===== config.mk =====
export PLATFORM = sky130hd
export DESIGN_NAME = gpmc_core
export DESIGN_NICKNAME = d
export VERILOG_FILES = /design/src/core/gpmc_pkg.sv /design/src/core/gpmc_sync.sv /design/src/core/gpmc_timer.sv /design/src/core/gpmc_core.sv
export VERILOG_INCLUDE_DIRS = /design/src /design/src/core
export SDC_FILE = /design/constraint.sdc
export NUM_CORES = 1
export LEC_CHECK = 0
export BUFFER_PORTS_ARGS = -buffer_cell sky130_fd_sc_hd__clkbuf_2
export CORE_MARGIN = 10
export CORE_UTILIZATION = 52
export DETAILED_ROUTE_END_ITERATION = 8
export GPL_TIMING_DRIVEN = 0
export HOLD_SLACK_MARGIN = 0.05
export PLACE_DENSITY = 0.87
export SLEW_MARGIN = 10
export SYNTH_ARGS = -nofsm -noshare
export SYNTH_HDL_FRONTEND = slang
export SYNTH_SLANG_ARGS = --single-unit

===== constraint.sdc =====
create_clock -name clock -period 8.5 [get_ports clock]
set_input_delay 2.55 -clock clock [delete_from_list [all_inputs] [get_ports clock]]
set_output_delay 2.55 -clock clock [all_outputs]
set_load 0.005 [all_outputs]

===== src/core/gpmc_regs.svh =====
// Timing counts and constants for the power-mode controller
`ifndef GPMC_REGS_SVH
`define GPMC_REGS_SVH
`define GPMC_CLK_PERIOD_NS     4
`define GPMC_OCV_TIME_NS       400
`define GPMC_OCV_CYC           ((`GPMC_OCV_TIME_NS + `GPMC_CLK_PERIOD_NS - 1) / `GPMC_CLK_PERIOD_NS)
`define GPMC_CAL_TIME_NS       200
`define GPMC_CAL_CYC           ((`GPMC_CAL_TIME_NS + `GPMC_CLK_PERIOD_NS - 1) / `GPMC_CLK_PERIOD_NS)
`define GPMC_SAMPLE_TIME_NS    1000
`define GPMC_SAMPLE_CYC        (`GPMC_SAMPLE_TIME_NS / `GPMC_CLK_PERIOD_NS)
`define GPMC_SAMPLE_LEN_CYC    4
`define GPMC_CFG_SLEEP_BIT     0
`define GPMC_SOC_ZERO          8'h00
`define GPMC_CNT_W             8
`endif


===== src/core/gpmc_pkg.sv =====
// Types for the power-mode controller
package gpmc_pkg;
  typedef enum logic [2:0] {
    GPMC_INSERT_CHECK,
    GPMC_INIT,
    GPMC_NORMAL,
    GPMC_CALIB,
    GPMC_SLEEP,
    GPMC_SLEEP_PLUS,
    GPMC_HIBERNATE
  } gpmc_mode_t;

  // Measured values presented by the gauging side
  typedef struct packed {
    logic [15:0] avg_current;
    logic [15:0] cell_voltage;
    logic [15:0] remaining;
    logic        wake_current;
  } gpmc_meas_t;

  // Programmed thresholds
  typedef struct packed {
    logic [15:0] sleep_current;
    logic [15:0] hib_current;
    logic [15:0] hib_voltage;
    logic [15:0] term_voltage;
    logic [15:0] low_set;
    logic [15:0] low_clear;
  } gpmc_thr_t;
endpackage


===== src/core/gpmc_sync.sv =====
// Two-flop synchroniser for one level input
`timescale 1ns/10ps
module gpmc_sync (
  // Clock and reset
  input  wire logic clock,
  input  wire logic nrst,
  // Level
  input  wire logic d,
  output logic      q
);
  logic s1_r;
  logic s1_nxt;
  logic q_nxt;

  always_comb begin
    s1_nxt = d;
    q_nxt  = s1_r;
  end

  always_ff @(posedge clock) begin
    if (!nrst) begin
      s1_r <= 1'b0;
      q    <= 1'b0;
    end else begin
      s1_r <= s1_nxt;
      q    <= q_nxt;
    end
  end
endmodule


===== src/core/gpmc_timer.sv =====
// Loadable down-counter with a done flag
`timescale 1ns/10ps
`include "gpmc_regs.svh"
module gpmc_timer (
  // Clock and reset
  input  wire logic                   clock,
  input  wire logic                   nrst,
  // Control
  input  wire logic                   load,
  input  wire logic [`GPMC_CNT_W-1:0] value,
  // Status
  output logic                        done
);
  logic [`GPMC_CNT_W-1:0] cnt_r;
  logic [`GPMC_CNT_W-1:0] cnt_nxt;

  always_comb begin
    cnt_nxt = cnt_r;
    if (load)
      cnt_nxt = value;
    else if (cnt_r != '0)
      cnt_nxt = cnt_r - 1'b1;
  end

  always_ff @(posedge clock) begin
    if (!nrst)
      cnt_r <= '0;
    else
      cnt_r <= cnt_nxt;
  end

  // Read only in states that never load, so no path back through load
  assign done = (cnt_r == '0);
endmodule


===== src/core/gpmc_core.sv =====
// Power-mode sequencer and low-charge flag of the gauge
`timescale 1ns/10ps
`include "gpmc_regs.svh"
module gpmc_core (
  // Clock and reset
  input  wire logic                clock,
  input  wire logic                nrst,
  // Pins from outside the clock domain
  input  wire logic                battery_in_pin,
  input  wire logic                ext_power_pin,
  input  wire logic                io_wake_pin,
  // Measurements and thresholds
  input  wire gpmc_pkg::gpmc_meas_t meas,
  input  wire gpmc_pkg::gpmc_thr_t  thr,
  input  wire logic [7:0]          soc_calc,
  // Configuration
  input  wire logic [7:0]          operation_config_word,
  input  wire logic                sleep_plus_enable,
  // Host command strobes
  input  wire logic                host_cmd,
  input  wire logic                host_addr_match,
  input  wire logic                host_hib_req,
  input  wire logic                host_sleep_req,
  // Status
  output gpmc_pkg::gpmc_mode_t     mode_r,
  output logic                     battery_present_flag,
  output logic                     low_charge_flag,
  output logic [7:0]               soc_report,
  output logic                     hf_osc_en,
  output logic                     lf_osc_en,
  output logic                     cpu_run,
  output logic                     gauge_run,
  output logic                     ocv_measure,
  output logic                     profile_select,
  output logic                     cc_calibrate,
  output logic                     cmd_served,
  output logic                     ocv_valid
);
  logic bat_s;
  logic pwr_s;
  logic iow_s;
  gpmc_sync u_sync_bat (.clock(clock), .nrst(nrst), .d(battery_in_pin),
                        .q(bat_s));
  gpmc_sync u_sync_pwr (.clock(clock), .nrst(nrst), .d(ext_power_pin),
                        .q(pwr_s));
  gpmc_sync u_sync_io  (.clock(clock), .nrst(nrst), .d(io_wake_pin),
                        .q(iow_s));

  gpmc_pkg::gpmc_mode_t mode_nxt;
  logic                 tmr_load;
  logic [`GPMC_CNT_W-1:0] tmr_val;
  logic                 tmr_done;
  gpmc_timer u_timer (.clock(clock), .nrst(nrst), .load(tmr_load),
                      .value(tmr_val), .done(tmr_done));

  // Periodic measurement tick for reduced-power modes
  logic [`GPMC_CNT_W-1:0] tick_r;
  logic [`GPMC_CNT_W-1:0] tick_nxt;
  logic                 hib_pend_r;
  logic                 hib_pend_nxt;
  logic                 ocv_valid_nxt;
  logic                 bpf_nxt;
  logic                 lcf_nxt;
  logic [7:0]           soc_nxt;
  logic                 hf_nxt;
  logic                 cpu_nxt;
  logic                 gauge_nxt;
  logic                 ocvm_nxt;
  logic                 prof_nxt;
  logic                 cal_nxt;
  logic                 served_nxt;

  logic avg_low;
  logic hib_cond;
  logic sleep_en;
  always_comb begin
    avg_low  = meas.avg_current < thr.sleep_current;
    sleep_en = operation_config_word[`GPMC_CFG_SLEEP_BIT];
    hib_cond = ocv_valid && ((meas.avg_current < thr.hib_current) ||
               (meas.cell_voltage < thr.hib_voltage));
  end

  always_comb begin
    mode_nxt     = mode_r;
    tmr_load     = 1'b0;
    tmr_val      = '0;
    hib_pend_nxt = hib_pend_r | host_hib_req;
    ocv_valid_nxt = ocv_valid;
    bpf_nxt      = battery_present_flag;
    served_nxt   = 1'b0;
    tick_nxt     = (tick_r == '0) ? `GPMC_CNT_W'(`GPMC_SAMPLE_CYC - 1)
                                  : tick_r - 1'b1;
    if (!bat_s && mode_r != gpmc_pkg::GPMC_INSERT_CHECK) begin
      // Removal under charger drops gauging at once
      mode_nxt      = gpmc_pkg::GPMC_INSERT_CHECK;
      bpf_nxt       = 1'b0;
      ocv_valid_nxt = 1'b0;
      hib_pend_nxt  = 1'b0;
    end else begin
      unique case (mode_r)
        gpmc_pkg::GPMC_INSERT_CHECK: begin
          served_nxt = host_cmd && host_addr_match && pwr_s;
          if (bat_s) begin
            mode_nxt = gpmc_pkg::GPMC_INIT;
            tmr_load = 1'b1;
            tmr_val  = `GPMC_CNT_W'(`GPMC_OCV_CYC);
          end
        end
        gpmc_pkg::GPMC_INIT: begin
          if (tmr_done) begin
            mode_nxt      = gpmc_pkg::GPMC_NORMAL;
            bpf_nxt       = 1'b1;
            ocv_valid_nxt = 1'b1;
          end
        end
        gpmc_pkg::GPMC_NORMAL: begin
          served_nxt = host_cmd && host_addr_match;
          if (hib_pend_r && hib_cond) begin
            mode_nxt = gpmc_pkg::GPMC_HIBERNATE;
          end else if (avg_low && !meas.wake_current &&
                       (sleep_plus_enable || sleep_en ||
                        host_sleep_req)) begin
            mode_nxt = gpmc_pkg::GPMC_CALIB;
            tmr_load = 1'b1;
            tmr_val  = `GPMC_CNT_W'(`GPMC_CAL_CYC);
          end
        end
        gpmc_pkg::GPMC_CALIB: begin
          if (!avg_low || meas.wake_current)
            mode_nxt = gpmc_pkg::GPMC_NORMAL;
          else if (tmr_done)
            mode_nxt = sleep_plus_enable ? gpmc_pkg::GPMC_SLEEP_PLUS
                                         : gpmc_pkg::GPMC_SLEEP;
        end
        gpmc_pkg::GPMC_SLEEP: begin
          if (!avg_low || meas.wake_current)
            mode_nxt = gpmc_pkg::GPMC_NORMAL;
        end
        gpmc_pkg::GPMC_SLEEP_PLUS: begin
          if (host_cmd || !avg_low || meas.wake_current)
            mode_nxt = gpmc_pkg::GPMC_NORMAL;
        end
        gpmc_pkg::GPMC_HIBERNATE: begin
          hib_pend_nxt = 1'b0;
          // Traffic for other targets must not wake it
          if ((host_cmd && host_addr_match) || iow_s) begin
            mode_nxt      = gpmc_pkg::GPMC_INIT;
            ocv_valid_nxt = 1'b0;
            tmr_load      = 1'b1;
            tmr_val       = `GPMC_CNT_W'(`GPMC_OCV_CYC);
          end
        end
        default: mode_nxt = gpmc_pkg::GPMC_INSERT_CHECK;
      endcase
    end
  end

  // HF oscillator and activity controls follow the next mode; lf_osc_en is held on out of reset
  always_comb begin
    hf_nxt    = !(mode_nxt == gpmc_pkg::GPMC_SLEEP ||
                  mode_nxt == gpmc_pkg::GPMC_HIBERNATE ||
                  mode_nxt == gpmc_pkg::GPMC_INSERT_CHECK);
    cpu_nxt   = (mode_nxt != gpmc_pkg::GPMC_INSERT_CHECK &&
                 mode_nxt != gpmc_pkg::GPMC_HIBERNATE) || served_nxt;
    ocvm_nxt  = (mode_nxt == gpmc_pkg::GPMC_INIT);
    prof_nxt  = (mode_r == gpmc_pkg::GPMC_INIT) &&
                (mode_nxt == gpmc_pkg::GPMC_NORMAL);
    cal_nxt   = (mode_nxt == gpmc_pkg::GPMC_CALIB);
    // Sleep modes measure only in a short window of each period
    unique case (mode_nxt)
      gpmc_pkg::GPMC_NORMAL, gpmc_pkg::GPMC_CALIB:
        gauge_nxt = 1'b1;
      gpmc_pkg::GPMC_SLEEP, gpmc_pkg::GPMC_SLEEP_PLUS:
        gauge_nxt = tick_r < `GPMC_CNT_W'(`GPMC_SAMPLE_LEN_CYC);
      default: gauge_nxt = 1'b0;
    endcase
  end

  // Low-charge hysteresis and termination clamp
  always_comb begin
    lcf_nxt = low_charge_flag;
    if (!battery_present_flag)
      lcf_nxt = 1'b0;
    else if (meas.remaining < thr.low_set)
      lcf_nxt = 1'b1;
    else if (meas.remaining > thr.low_clear)
      lcf_nxt = 1'b0;
    soc_nxt = soc_calc;
    if (meas.cell_voltage <= thr.term_voltage)
      soc_nxt = `GPMC_SOC_ZERO;
  end

  always_ff @(posedge clock) begin
    if (!nrst) begin
      mode_r               <= gpmc_pkg::GPMC_INSERT_CHECK;
      tick_r               <= '0;
      hib_pend_r           <= 1'b0;
      ocv_valid            <= 1'b0;
      battery_present_flag <= 1'b0;
      low_charge_flag      <= 1'b0;
      soc_report           <= 8'h00;
      hf_osc_en            <= 1'b0;
      lf_osc_en            <= 1'b0;
      cpu_run              <= 1'b0;
      gauge_run            <= 1'b0;
      ocv_measure          <= 1'b0;
      profile_select       <= 1'b0;
      cc_calibrate         <= 1'b0;
      cmd_served           <= 1'b0;
    end else begin
      mode_r               <= mode_nxt;
      tick_r               <= tick_nxt;
      hib_pend_r           <= hib_pend_nxt;
      ocv_valid            <= ocv_valid_nxt;
      battery_present_flag <= bpf_nxt;
      low_charge_flag      <= lcf_nxt;
      soc_report           <= soc_nxt;
      hf_osc_en            <= hf_nxt;
      lf_osc_en            <= 1'b1;
      cpu_run              <= cpu_nxt;
      gauge_run            <= gauge_nxt;
      ocv_measure          <= ocvm_nxt;
      profile_select       <= prof_nxt;
      cc_calibrate         <= cal_nxt;
      cmd_served           <= served_nxt;
    end
  end

  property p_remove;
    @(posedge clock) disable iff (!nrst)
    (!bat_s && mode_r != gpmc_pkg::GPMC_INSERT_CHECK) |=>
      mode_r == gpmc_pkg::GPMC_INSERT_CHECK && !battery_present_flag;
  endproperty
  a_remove: assert property (p_remove) else $error("no removal exit");

  property p_sleep_entry;
    @(posedge clock) disable iff (!nrst)
    $changed(mode_r) && mode_r == gpmc_pkg::GPMC_SLEEP |->
      $past(mode_r) == gpmc_pkg::GPMC_CALIB;
  endproperty
  a_sleep_entry: assert property (p_sleep_entry)
    else $error("sleep without calibration");

  property p_sleep_hf;
    @(posedge clock) disable iff (!nrst)
    mode_r == gpmc_pkg::GPMC_SLEEP |-> !hf_osc_en;
  endproperty
  a_sleep_hf: assert property (p_sleep_hf) else $error("hf on in sleep");

  property p_plus_osc;
    @(posedge clock) disable iff (!nrst)
    mode_r == gpmc_pkg::GPMC_SLEEP_PLUS |-> hf_osc_en && lf_osc_en;
  endproperty
  a_plus_osc: assert property (p_plus_osc)
    else $error("osc off in sleep-plus");

  property p_wake;
    @(posedge clock) disable iff (!nrst)
    mode_r == gpmc_pkg::GPMC_SLEEP && bat_s && meas.wake_current |=>
      mode_r == gpmc_pkg::GPMC_NORMAL;
  endproperty
  a_wake: assert property (p_wake) else $error("no wake exit");

  property p_low_flag;
    @(posedge clock) disable iff (!nrst)
    battery_present_flag && meas.remaining < thr.low_set |=> low_charge_flag;
  endproperty
  a_low_flag: assert property (p_low_flag) else $error("flag not set");

  property p_term;
    @(posedge clock) disable iff (!nrst)
    meas.cell_voltage <= thr.term_voltage |=> soc_report == 8'h00;
  endproperty
  a_term: assert property (p_term) else $error("soc not zero");

  property p_hib_stay;
    @(posedge clock) disable iff (!nrst)
    mode_r == gpmc_pkg::GPMC_HIBERNATE && bat_s && !iow_s &&
      !(host_cmd && host_addr_match) |=> mode_r == gpmc_pkg::GPMC_HIBERNATE;
  endproperty
  a_hib_stay: assert property (p_hib_stay) else $error("hib left");

  property p_init_done;
    @(posedge clock) disable iff (!nrst)
    $rose(mode_r == gpmc_pkg::GPMC_NORMAL) &&
      $past(mode_r) == gpmc_pkg::GPMC_INIT |-> battery_present_flag;
  endproperty
  a_init_done: assert property (p_init_done) else $error("no present");
endmodule


==> results of run 1 <==
-- cells in the final DEF (no fill, tap or decap), drive strengths merged, types with 2 or more instances in the layout --
| master | n |
|---|---|
| buf | 2 |
| o21a | 8 |
| o2bb2ai | 2 |
| and2 | 9 |
| or3 | 3 |
| a2111oi | 3 |
| a2bb2oi | 2 |
| and3 | 2 |
| o2111ai | 2 |
| a21boi | 6 |
| o21ai | 28 |
| a211oi | 5 |
| a31oi | 2 |
| o31ai | 4 |
| nand3 | 24 |
| ha | 96 |
| and4 | 2 |
| a21oi | 29 |
| nor2 | 36 |
| nor4 | 3 |
| nor2b | 7 |
| a21o | 17 |
| inv | 99 |
| o211ai | 4 |
| o31a | 2 |
| clkinv | 2 |
| nand2 | 27 |
| dfxtp | 45 |
| xor2 | 7 |
| or4 | 3 |
| nor3 | 11 |
| nand2b | 9 |
| nand4 | 11 |
| xnor2 | 5 |
| clkbuf | 196 |
-- state kept, by name, indices dropped and copies added, names as in the netlist, 3 cells and up --
register and count:
mode_r 3, soc_report 8, tick_r 8, u_timer.cnt_r 8
-- cell families (layout without fill, tap and decap cells) --
group / after synthesis / after routing
AND/OR/NAND/NOR: 150 / 150
multiplexers: 1 / 1
XOR/XNOR: 12 / 12
flip-flops: 45 / 45
buffers and inverters: 106 / 299
adder cells (fa/ha/maj): 96 / 96
AO/OA/AOI/OAI: 126 / 126
-- layout make-up --
type | count | area (um2)
Sequential cell | 45 | 901
Clock inverter | 2 | 13.8
Clock buffer | 6 | 82.6
Tap cell | 102 | 128
Inverter | 99 | 372
Multi-Input combinational cell | 385 | 2940
Timing Repair Buffer | 185 | 926
Fill cell | 650 | 2450
Buffer | 7 | 35.0
-- metal layers --
layer | wire [um] | part of all wire, % | vias to the layer above | global-route usage [%]
met5 | 0 | 0 | - | 0
met4 | 360 | 2.8 | 0 | 5.96
met3 | 708 | 5.4 | 30 | 4.11
met2 | 7080 | 54 | 143 | 39.0
met1 | 4930 | 38 | 2036 | 20.7
li1 | - | - | 2249 | -
-- metrics by stage --
stage	setup WS [ns]	power, W	util, %	hold slack, ns	cell area (um2)
finish	3.92	0.000770	68.8	0.440	5400
global placement	3.62	0.000610	67.6	0.413	5300
CTS	3.91	0.000772	68.8	0.442	5400
detailed placement	3.60	0.000633	67.6	0.421	5300
global route	3.72	0.000831	68.8	0.464	5400
floorplan	4.01	0.000521	-	0.412	4250
-- critical path, cell delays in order --
cell	delay (ns)
clkbuf_2	0.10
ha_1	0.31
and2_1	0.18
a221oi_1	0.32
o211ai_1	0.14
a21oi_1	0.33
o311a_1	0.28
and3_1	0.24
nand2b_1	0.23
nor3_1	0.08
-- power by group --
| group | switching, W | internal (W) |
|---|---|---|
| logic | 0.000183 | 0.000168 |
| clock network | 0.0000742 | 0.0000660 |
| registers | 0.0000308 | 0.000248 |
-- path summary, 6_finish.rpt --
| path | start | end | slack, ns | cells past startpoint |
|---|---|---|---|---|
| worst max-delay path | meas[44] | u_timer.cnt_r[0] | 3.92 | 10 |
| worst min register to register | u_sync_bat.q_nxt | u_sync_bat.q | 0.44 | 1 |
| worst min-delay path | u_sync_bat.q_nxt | u_sync_bat.q | 0.44 | 1 |
| worst max register to register | u_timer.cnt_r[3] | cpu_run | 5.97 | 9 |
==> summary.txt, run 1 <==
Run status
  – Status: completed

Critical path
  – Worst-path fanout max: 5
  – Critical path required time: 8.68 ns
  – Setup crit start kind: input pin
  – Worst Path Arrival: 4.76 ns
  – CP Capture Type: register
  – WS Path Type: in2reg

Layout
  – Share of cells above drive strength 1: 28.4%
  – Area Overhead vs Synth: 27.1%
  – Layout Cells excl Fill: 831
  – Antenna diode count: 0
  – Layout Nets: 995

Power and ir drop
  – PwrDens: 143 nW/um2
  – LEAKAGE: 3.09 nW
  – Peak supply drop: 134 uV

Timing
  – Slew Viols, Final: 0
  – RSZ-0062 raised after global routing: false
  – Post-route clock period utilization: 53.9%
  – Max-slew headroom at the worst pin: 61.7%
  – Setup TNS: 0 ns
  – Minimum clock period: 4.58 ns
  – Final setup viols: 0
  – Max Freq: 218 MHz
  – Clock skew: 0.00856 ns
  – Worst Max-Slew Pin Slew: 0.574 ns
  – Fin. Hold Viols: 0

Clock tree
  – CTS tree: yes
  – Clk buf depth: 2
  – CTS buffer count: 5
  – Clock root buffer: clkbuf_8
  – CTS Hold Bufs: 0
  – CTS sink count: 45
  – Clock transition at path regs: 0.09 ns
  – Setup repair bufs after CTS: 0
  – Clock latency on the worst-skew pair: 0.30 ns
  – Post-CTS sizing: 0
  – H-tree Lvls: 2

Placed design
  – Dpl cells: 823
  – DP HPWL: 11,800 um
  – GP Congestion: 0.981
  – Port buffer count: 185

Yosys
  – Simple-gate share of the synthesized area: 18.2%
  – EDFF count, synth: 0
  – Post-synth top area share: 28.3%
  – Post-synth top cells: 99 x inv_1, 96 x ha_1, 45 x dfxtp_1
  – Post-synthesis xor/xnor area fraction: 2.47%
  – Synth Instances: 536
  – Mapped Nets: 803
  – Top cells by area, synth: ha_1 28%, dfxtp_1 21%, inv_1 8.7%
  – Yosys cell types: 61
  – Asr flop ratio synth: 0%
  – Synth Area in Compound Gates: 20.1%
  – Most used DFF post-synth: dfxtp_1
  – Syn. warnings: 0
  – Mux contribution to synthesized area: 0.236%
  – Post-synthesis adder-cell area fraction: 28.3%
  – Mapped Area: 4250 um2
  – Post-Syn Area per Cell: 7.93 um2
  – Largest family of logic cells by synthesized area: adder cells
  – Top-count cell post-synth: inv_1
  – Synthesis-stage register bit count: 45
  – Sequential area share after synthesis: 21.2%
  – Area leader, netlist: ha_1

Global route
  – Initial antenna violation count: 0
  – Largest net degree at the start of global routing: 15
  – Gr usage total: 20.0%
  – First-pass GRT wire length: 21,100 um
  – Overflow after GRT: 0
  – Number of global-route vias before repair: 4,670

Detailed routing
  – Initial drt markers: 193
  – DR vias: 4,458
  – DRC Markers: 0
  – DRT antenna net count: 0
  – DRT Wirelength: 13,100 um
  – Drt wl/cell: 15.7 um
  – Vias/cell: 5.36
  – Number of detailed-route iterations in the first pass: 4

Floorplanning
  – Num ports: 193
  – Die footprint: 12,200 um2
  – Die height: 110 um
  – Number of core rows: 32
  – DIE WIDTH: 110 um
  – Core Footprint: 7850 um2
  – Starting Density: 54.2%

Worst hold path
  – Hold WC Path Type: reg2reg

Flow run
  – Number of max-cap violations: 0
No activity file was read; power rests on OpenSTA's default activity.
==> inputs of run 2 (changes only) <==
--- a/config.mk
+++ b/config.mk
@@ -8,11 +8,11 @@
 export LEC_CHECK = 0
 export BUFFER_PORTS_ARGS = -buffer_cell sky130_fd_sc_hd__clkbuf_2
 export CORE_MARGIN = 10
-export CORE_UTILIZATION = 52
+export CORE_UTILIZATION = 48
 export DETAILED_ROUTE_END_ITERATION = 8
 export GPL_TIMING_DRIVEN = 0
 export HOLD_SLACK_MARGIN = 0.05
-export PLACE_DENSITY = 0.87
+export PLACE_DENSITY = 0.82
 export SLEW_MARGIN = 10
 export SYNTH_ARGS = -nofsm -noshare
 export SYNTH_HDL_FRONTEND = slang
==> constraint.sdc (replaced) <==
create_clock -name clock -period 4.4 [get_ports clock]
set_input_delay 1.32 -clock clock [delete_from_list [all_inputs] [get_ports clock]]
set_output_delay 1.32 -clock clock [all_outputs]
set_load 0.005 [all_outputs]
==> summary.txt, run 2 (synthesis gave the netlist of run 1 again) <==
Run status
  – Status: completed (unchanged)

Timing
  – RSZ-0062 raised after global routing: false (unchanged)
  – Clock skew: 0.00842 ns (was 0.00856 ns)
  – Worst Max-Slew Pin Slew: 0.630 ns (was 0.574 ns)
  – Max-slew headroom at the worst pin: 57.6% (was 61.7%)
  – Fin. Hold Viols: 0 (unchanged)
  – Post-route clock period utilization: 76.6%
  – Final WS setup: 1.03 ns (was 3.92 ns)
  – Final setup viols: 0 (unchanged)
  – Slew Viols, Final: 0 (unchanged)
  – Max Freq: 297 MHz
  – Minimum clock period: 3.37 ns
  – Setup TNS: 0 ns (unchanged)

Worst hold path
  – Hold_sp: u_sync_pwr.q_nxt (was u_sync_bat.q_nxt)
  – Hold WC Path Type: reg2reg (unchanged)

Critical path
  – Setup crit start: meas[44] (unchanged)
  – WS Path Type: in2reg (unchanged)
  – Reg2reg start: u_timer.cnt_r[3] (unchanged)
  – Worst setup path endpoint: u_timer.cnt_r[0] (unchanged)
  – Worst-path fanout max: 5 (unchanged)
  – Critical path required time: 4.57 ns (was 8.68 ns)
  – Setup crit start kind: input pin (unchanged)
  – FF-to-FF End: cpu_run (unchanged)
  – Cell count of the worst reg-to-reg path: 9 (unchanged)
  – CP Capture Type: register (unchanged)
  – Worst Path Arrival: 3.54 ns (was 4.76 ns)
  – R2r setup slk: 1.90 ns (was 5.97 ns)

Power and ir drop
  – LEAKAGE: 3.09 nW (about the same)
  – Comb pwr share: 43.9% (was 45.6%)
  – Clock share of power: 21.3% (was 18.2%)
  – Sw frac: 35.8% (was 37.4%)
  – Peak supply drop: 304 uV (was 134 uV)
  – Overall power: 0.00154 W (was 0.000770 W)
  – PwrDens: 283 nW/um2 (was 143 nW/um2)
  – Internal: 0.000988 W (was 0.000482 W)
  – Switching power: 0.000551 W (was 0.000288 W)
  – Seq pwr share: 34.9% (was 36.2%)

Layout
  – Largest registers: soc_report x8, tick_r x8, u_timer.cnt_r x8 (unchanged)
  – Most common cell after layout, fill and taps aside: clkbuf_2 (unchanged)
  – Layout Utilization: 62.6% (was 68.8%)
  – Antenna diode count: 0 (unchanged)
  – Commonest non-fill, non-tap cells in the layout: 185 x clkbuf_2, 99 x inv_1, 96 x ha_1 (unchanged)
  – Layout Nets: 995 (unchanged)
  – Area Overhead vs Synth: 27.8% (was 27.1%)
  – Share of cells above drive strength 1: 28.4% (unchanged)

Floorplanning
  – Die footprint: 13,000 um2 (was 12,200 um2)
  – Starting Density: 49.0% (was 54.2%)
  – Number of core rows: 34 (was 32)
  – DIE WIDTH: 114 um (was 110 um)
  – Die height: 114 um (was 110 um)
  – Num ports: 193 (unchanged)
  – Core Footprint: 8680 um2 (was 7850 um2)

Global route
  – Largest net degree at the start of global routing: 15 (unchanged)
  – Number of global-route vias before repair: 4,572 (was 4,670)
  – Overflow after GRT: 0 (unchanged)
  – Initial antenna violation count: 0 (unchanged)
  – Gr usage total: 18.1% (was 20.0%)
  – First-pass GRT wire length: 20,200 um (was 21,100 um)

Detailed routing
  – Number of detailed-route iterations in the first pass: 4 (unchanged)
  – DRT antenna net count: 0 (unchanged)
  – DRC Markers: 0 (unchanged)
  – DR vias: 4,416 (was 4,458)
  – DRT Wirelength: 12,600 um (was 13,100 um)
  – Initial drt markers: 204 (was 193)
  – Drt wl/cell: 15.1 um (was 15.7 um)
  – Vias/cell: 5.28 (was 5.36)

Clock tree
  – H-tree Lvls: 2 (unchanged)
  – CTS sink count: 45 (unchanged)
  – Clk buf depth: 2 (unchanged)
  – CTS tree: yes (unchanged)
  – Clock transition at path regs: 0.09 ns (about the same)
  – Clock root buffer: clkbuf_8 (unchanged)
  – Post-CTS sizing: 0 (unchanged)
  – Clock latency on the worst-skew pair: 0.29 ns (was 0.30 ns)
  – CTS Hold Bufs: 0 (unchanged)
  – CTS buffer count: 5 (unchanged)
  – Setup repair bufs after CTS: 0 (unchanged)

Placed design
  – GP Congestion: 0.892 (was 0.981)
  – Port buffer count: 185 (unchanged)
  – DP HPWL: 11,300 um (was 11,800 um)
  – Setup Slack @ Placement: 0.768 ns (was 3.60 ns)

Flow run
  – Number of max-cap violations: 0 (unchanged)
-- run 2: cell count changes in the layout (fill, tap and decap cells not counted), sizes merged --
cell      before  now
clkinv         2    0
bufinv         0    1
clkinvlp       0    1
-- run 2: power groups by stage --
stage | clock network (W) | logic, W | registers, W
CTS | 0.000331 | 0.000679 | 0.000537
detailed placement | 0 | 0.000673 | 0.000545
finish | 0.000327 | 0.000675 | 0.000537
floorplan | 0 | 0.000473 | 0.000534
global placement | 0 | 0.000639 | 0.000541
global route | 0.000348 | 0.000774 | 0.000547
-- run 2: worst min path at each step --
stage,to,cells past startpoint
finish,u_sync_pwr.q,1
global route,u_sync_bat.q,1
CTS,u_sync_bat.q,1
detailed placement,u_sync_bat.q,1
global placement,u_sync_pwr.q,1
floorplan,u_sync_bat.q,1
-- run 2: cell type report --
type,count,area [um2]
buffer,7,35.0
clock buffer,6,82.6
clock inverter,2,37.5
fill,751,3250
inverter,99,372
multi-input combinational,385,2940
sequential,45,901
tap,108,135
timing repair buffer,185,926
-- run 2: worst max-delay path: stages --
cell	delay, ns
clkbuf_2	0.10
ha_1	0.30
and2_1	0.17
a221oi_1	0.30
o211ai_1	0.14
a21oi_1	0.36
o311a_1	0.30
and3_1	0.23
nand2b_1	0.24
nor3_1	0.08
-- run 2: metal layers --
layer  wire [um]  GRT usage [%]  up-vias
met1        4760           18.7     2010
met4         295           4.26        0
li1            -              -     2246
met5           0              0        -
met3         791           4.51       22
met2        6760           35.4      138
-- run 2: metrics by stage --
stage	instances	instance area (um2)	hold slack, ns
after global routing	837	5430	0.469
after detailed placement	829	5310	0.419
after global placement	829	5310	0.415
final	837	5430	0.442
after CTS	837	5430	0.439
after floorplan	536	4250	0.412
==> inputs of run 3 (changes only) <==
--- a/config.mk
+++ b/config.mk
@@ -8,11 +8,11 @@
 export LEC_CHECK = 0
 export BUFFER_PORTS_ARGS = -buffer_cell sky130_fd_sc_hd__clkbuf_2
 export CORE_MARGIN = 10
-export CORE_UTILIZATION = 48
+export CORE_UTILIZATION = 44
 export DETAILED_ROUTE_END_ITERATION = 8
 export GPL_TIMING_DRIVEN = 0
 export HOLD_SLACK_MARGIN = 0.05
-export PLACE_DENSITY = 0.82
+export PLACE_DENSITY = 0.79
 export SLEW_MARGIN = 10
 export SYNTH_ARGS = -nofsm -noshare
 export SYNTH_HDL_FRONTEND = slang
==> constraint.sdc (replaced) <==
create_clock -name clock -period 2.79 [get_ports clock]
set_input_delay 0.837 -clock clock [delete_from_list [all_inputs] [get_ports clock]]
set_output_delay 0.837 -clock clock [all_outputs]
set_load 0.005 [all_outputs]
==> summary.txt, run 3 (synthesis gave the netlist of run 1 again) <==
Run status
  – Status: completed (unchanged)

Clock tree
  – CTS sink count: 45 (unchanged)
  – CTS buffer count: 5 (unchanged)
  – Clock root buffer: clkbuf_8 (unchanged)
  – Clock transition at path regs: 0.08 ns (was 0.09 ns)
  – Clock latency on the worst-skew pair: 0.29 ns (about the same)
  – CTS tree: yes (unchanged)
  – Clk buf depth: 2 (unchanged)
  – CTS Hold Bufs: 0 (unchanged)
  – H-tree Lvls: 2 (unchanged)

Critical path
  – Worst Path Arrival: 2.90 ns (was 3.54 ns)
  – Critical path required time: 2.97 ns (was 4.57 ns)
  – Worst-path fanout max: 5 (unchanged)
  – CP Capture Type: register (unchanged)
  – WS Path Type: in2reg (unchanged)
  – Setup crit start kind: input pin (unchanged)

Layout
  – Largest registers: soc_report x8, tick_r x8, u_timer.cnt_r x8 (unchanged)
  – Layout Nets: 996 (was 995)
  – Most common cell after layout, fill and taps aside: clkbuf_2 (unchanged)
  – Fin area: 5520 um2 (was 5430 um2)
  – Area Overhead vs Synth: 29.8% (was 27.8%)
  – Antenna diode count: 0 (unchanged)
  – Layout Utilization: 59.1% (was 62.6%)
  – Share of cells above drive strength 1: 29.9% (was 28.4%)
  – Commonest non-fill, non-tap cells in the layout: 186 x clkbuf_2, 99 x inv_1, 95 x ha_1 (was 185 x clkbuf_2, 99 x inv_1, 96 x ha_1)

Placed design
  – Placed cell area: 5340 um2 (was 5310 um2)
  – GP Congestion: 0.900 (was 0.892)
  – Port buffer count: 185 (unchanged)
  – DP HPWL: 11,600 um (was 11,300 um)

Detailed routing
  – Drt wl/cell: 15.2 um (was 15.1 um)
  – DRC Markers: 0 (unchanged)
  – DRT Wirelength: 13,000 um (was 12,600 um)
  – Vias/cell: 5.13 (was 5.28)
  – Number of detailed-route iterations in the first pass: 4 (unchanged)
  – DRT antenna net count: 0 (unchanged)
  – Initial drt markers: 267 (was 204)
  – DR vias: 4,399 (was 4,416)

Timing
  – Post-route clock period utilization: 97.6%
  – Fin. Hold Viols: 0 (unchanged)
  – Slew Viols, Final: 0 (unchanged)
  – Max Freq: 367 MHz
  – RSZ-0062 raised after global routing: false (unchanged)
  – Worst Max-Slew Pin Slew: 0.651 ns (was 0.630 ns)
  – Clock skew: 0.00304 ns (was 0.00842 ns)
  – Max-slew headroom at the worst pin: 56.1% (was 57.6%)
  – Final setup viols: 0 (unchanged)
  – Minimum clock period: 2.72 ns

Power and ir drop
  – Switching power: 0.000866 W (was 0.000551 W)
  – LEAKAGE: 3.11 nW (was 3.09 nW)
  – Internal: 0.00154 W (was 0.000988 W)
  – Peak supply drop: 455 uV (was 304 uV)
  – Seq pwr share: 35.2% (was 34.9%)
  – PwrDens: 436 nW/um2 (was 283 nW/um2)
  – Comb pwr share: 45.3% (was 43.9%)
  – Sw frac: 36.1% (was 35.8%)
  – Clock share of power: 19.4% (was 21.3%)

Global route
  – Initial antenna violation count: 0 (unchanged)
  – Gr usage total: 17.8% (was 18.1%)
  – Overflow after GRT: 0 (unchanged)
  – Number of global-route vias before repair: 4,646 (was 4,572)
  – Largest net degree at the start of global routing: 14 (was 15)
  – First-pass GRT wire length: 21,200 um (was 20,200 um)

Flow run
  – Number of max-cap violations: 0 (unchanged)

Worst hold path
  – Hold WC Path Type: reg2reg (unchanged)

Floorplanning
  – Die footprint: 14,000 um2 (was 13,000 um2)
  – Number of core rows: 35 (was 34)
  – Starting Density: 45.6% (was 49.0%)
  – Die height: 118 um (was 114 um)
  – Num ports: 193 (unchanged)
  – Core Footprint: 9330 um2 (was 8680 um2)
  – DIE WIDTH: 118 um (was 114 um)
run 3: cell type report:
class                   count  area [um2]
fillers                   837        3810
clock buffers               5        68.8
flip-flops and latches     45         901
clock inverters             2        35.0
multi-input cells         385        3010
plain buffers               7        36.3
inverters                  99         372
repair buffers            186         933
well taps                 129         161
run 3: power by group through the flow:
stage	combinational, W	clock [W]	sequential (W)
after global placement	0.00101	0	0.000853
after detailed placement	0.00107	0	0.000860
final	0.00109	0.000466	0.000847
after floorplan	0.000746	0	0.000842
after CTS	0.00108	0.000483	0.000846
after global routing	0.00126	0.000512	0.000864
run 3: worst max-delay path, stage by stage:
cell,delay (ns)
clkbuf_2,0.10
ha_1,0.32
a21oi_2,0.13
o21ai_1,0.11
a2111oi_2,0.38
a211oi_2,0.14
o22a_2,0.28
a2bb2oi_4,0.18
xor2_1,0.18
o31a_1,0.24
run 3: final timing paths:
kind	startpoint	to	slack, ns	depth (start not counted)
setup / recovery	meas[26]	cpu_run	0.07	10
hold / removal	u_sync_io.q_nxt	u_sync_io.q	0.45	1
setup reg to reg	u_timer.cnt_r[3]	cpu_run	0.31	9
hold reg to reg	u_sync_io.q_nxt	u_sync_io.q	0.45	1
run 3: metrics by stage:
step | instances | total power (W) | worst slack (ns) | TNS (ns) | hold WS (ns)
floorplan | 536 | 0.00159 | 0.0159 | 0 | 0.412
global placement | 850 | 0.00186 | -0.318 | -3.20 | 0.416
detailed placement | 850 | 0.00193 | -0.370 | -4.17 | 0.423
CTS | 857 | 0.00240 | 0.0313 | 0 | 0.442
global route | 858 | 0.00263 | 0.00282 | 0 | 0.468
finish | 858 | 0.00240 | 0.0671 | 0 | 0.446
run 3: metal layers:
| layer | wire length, um | vias to the layer above | track usage [%] |
|---|---|---|---|
| li1 | - | 2243 | - |
| met1 | 5020 | 2000 | 18.4 |
| met2 | 6970 | 131 | 34.8 |
| met3 | 715 | 25 | 4.09 |
| met4 | 298 | 0 | 4.87 |
| met5 | 0 | - | 0 |
run 3: timing repair:
action / CTS / global route
pin swaps: 1 / 4
gates resized for setup: 1 / 15
setup endpoints to repair: 6 / 15
buffers inserted: 0 / 1
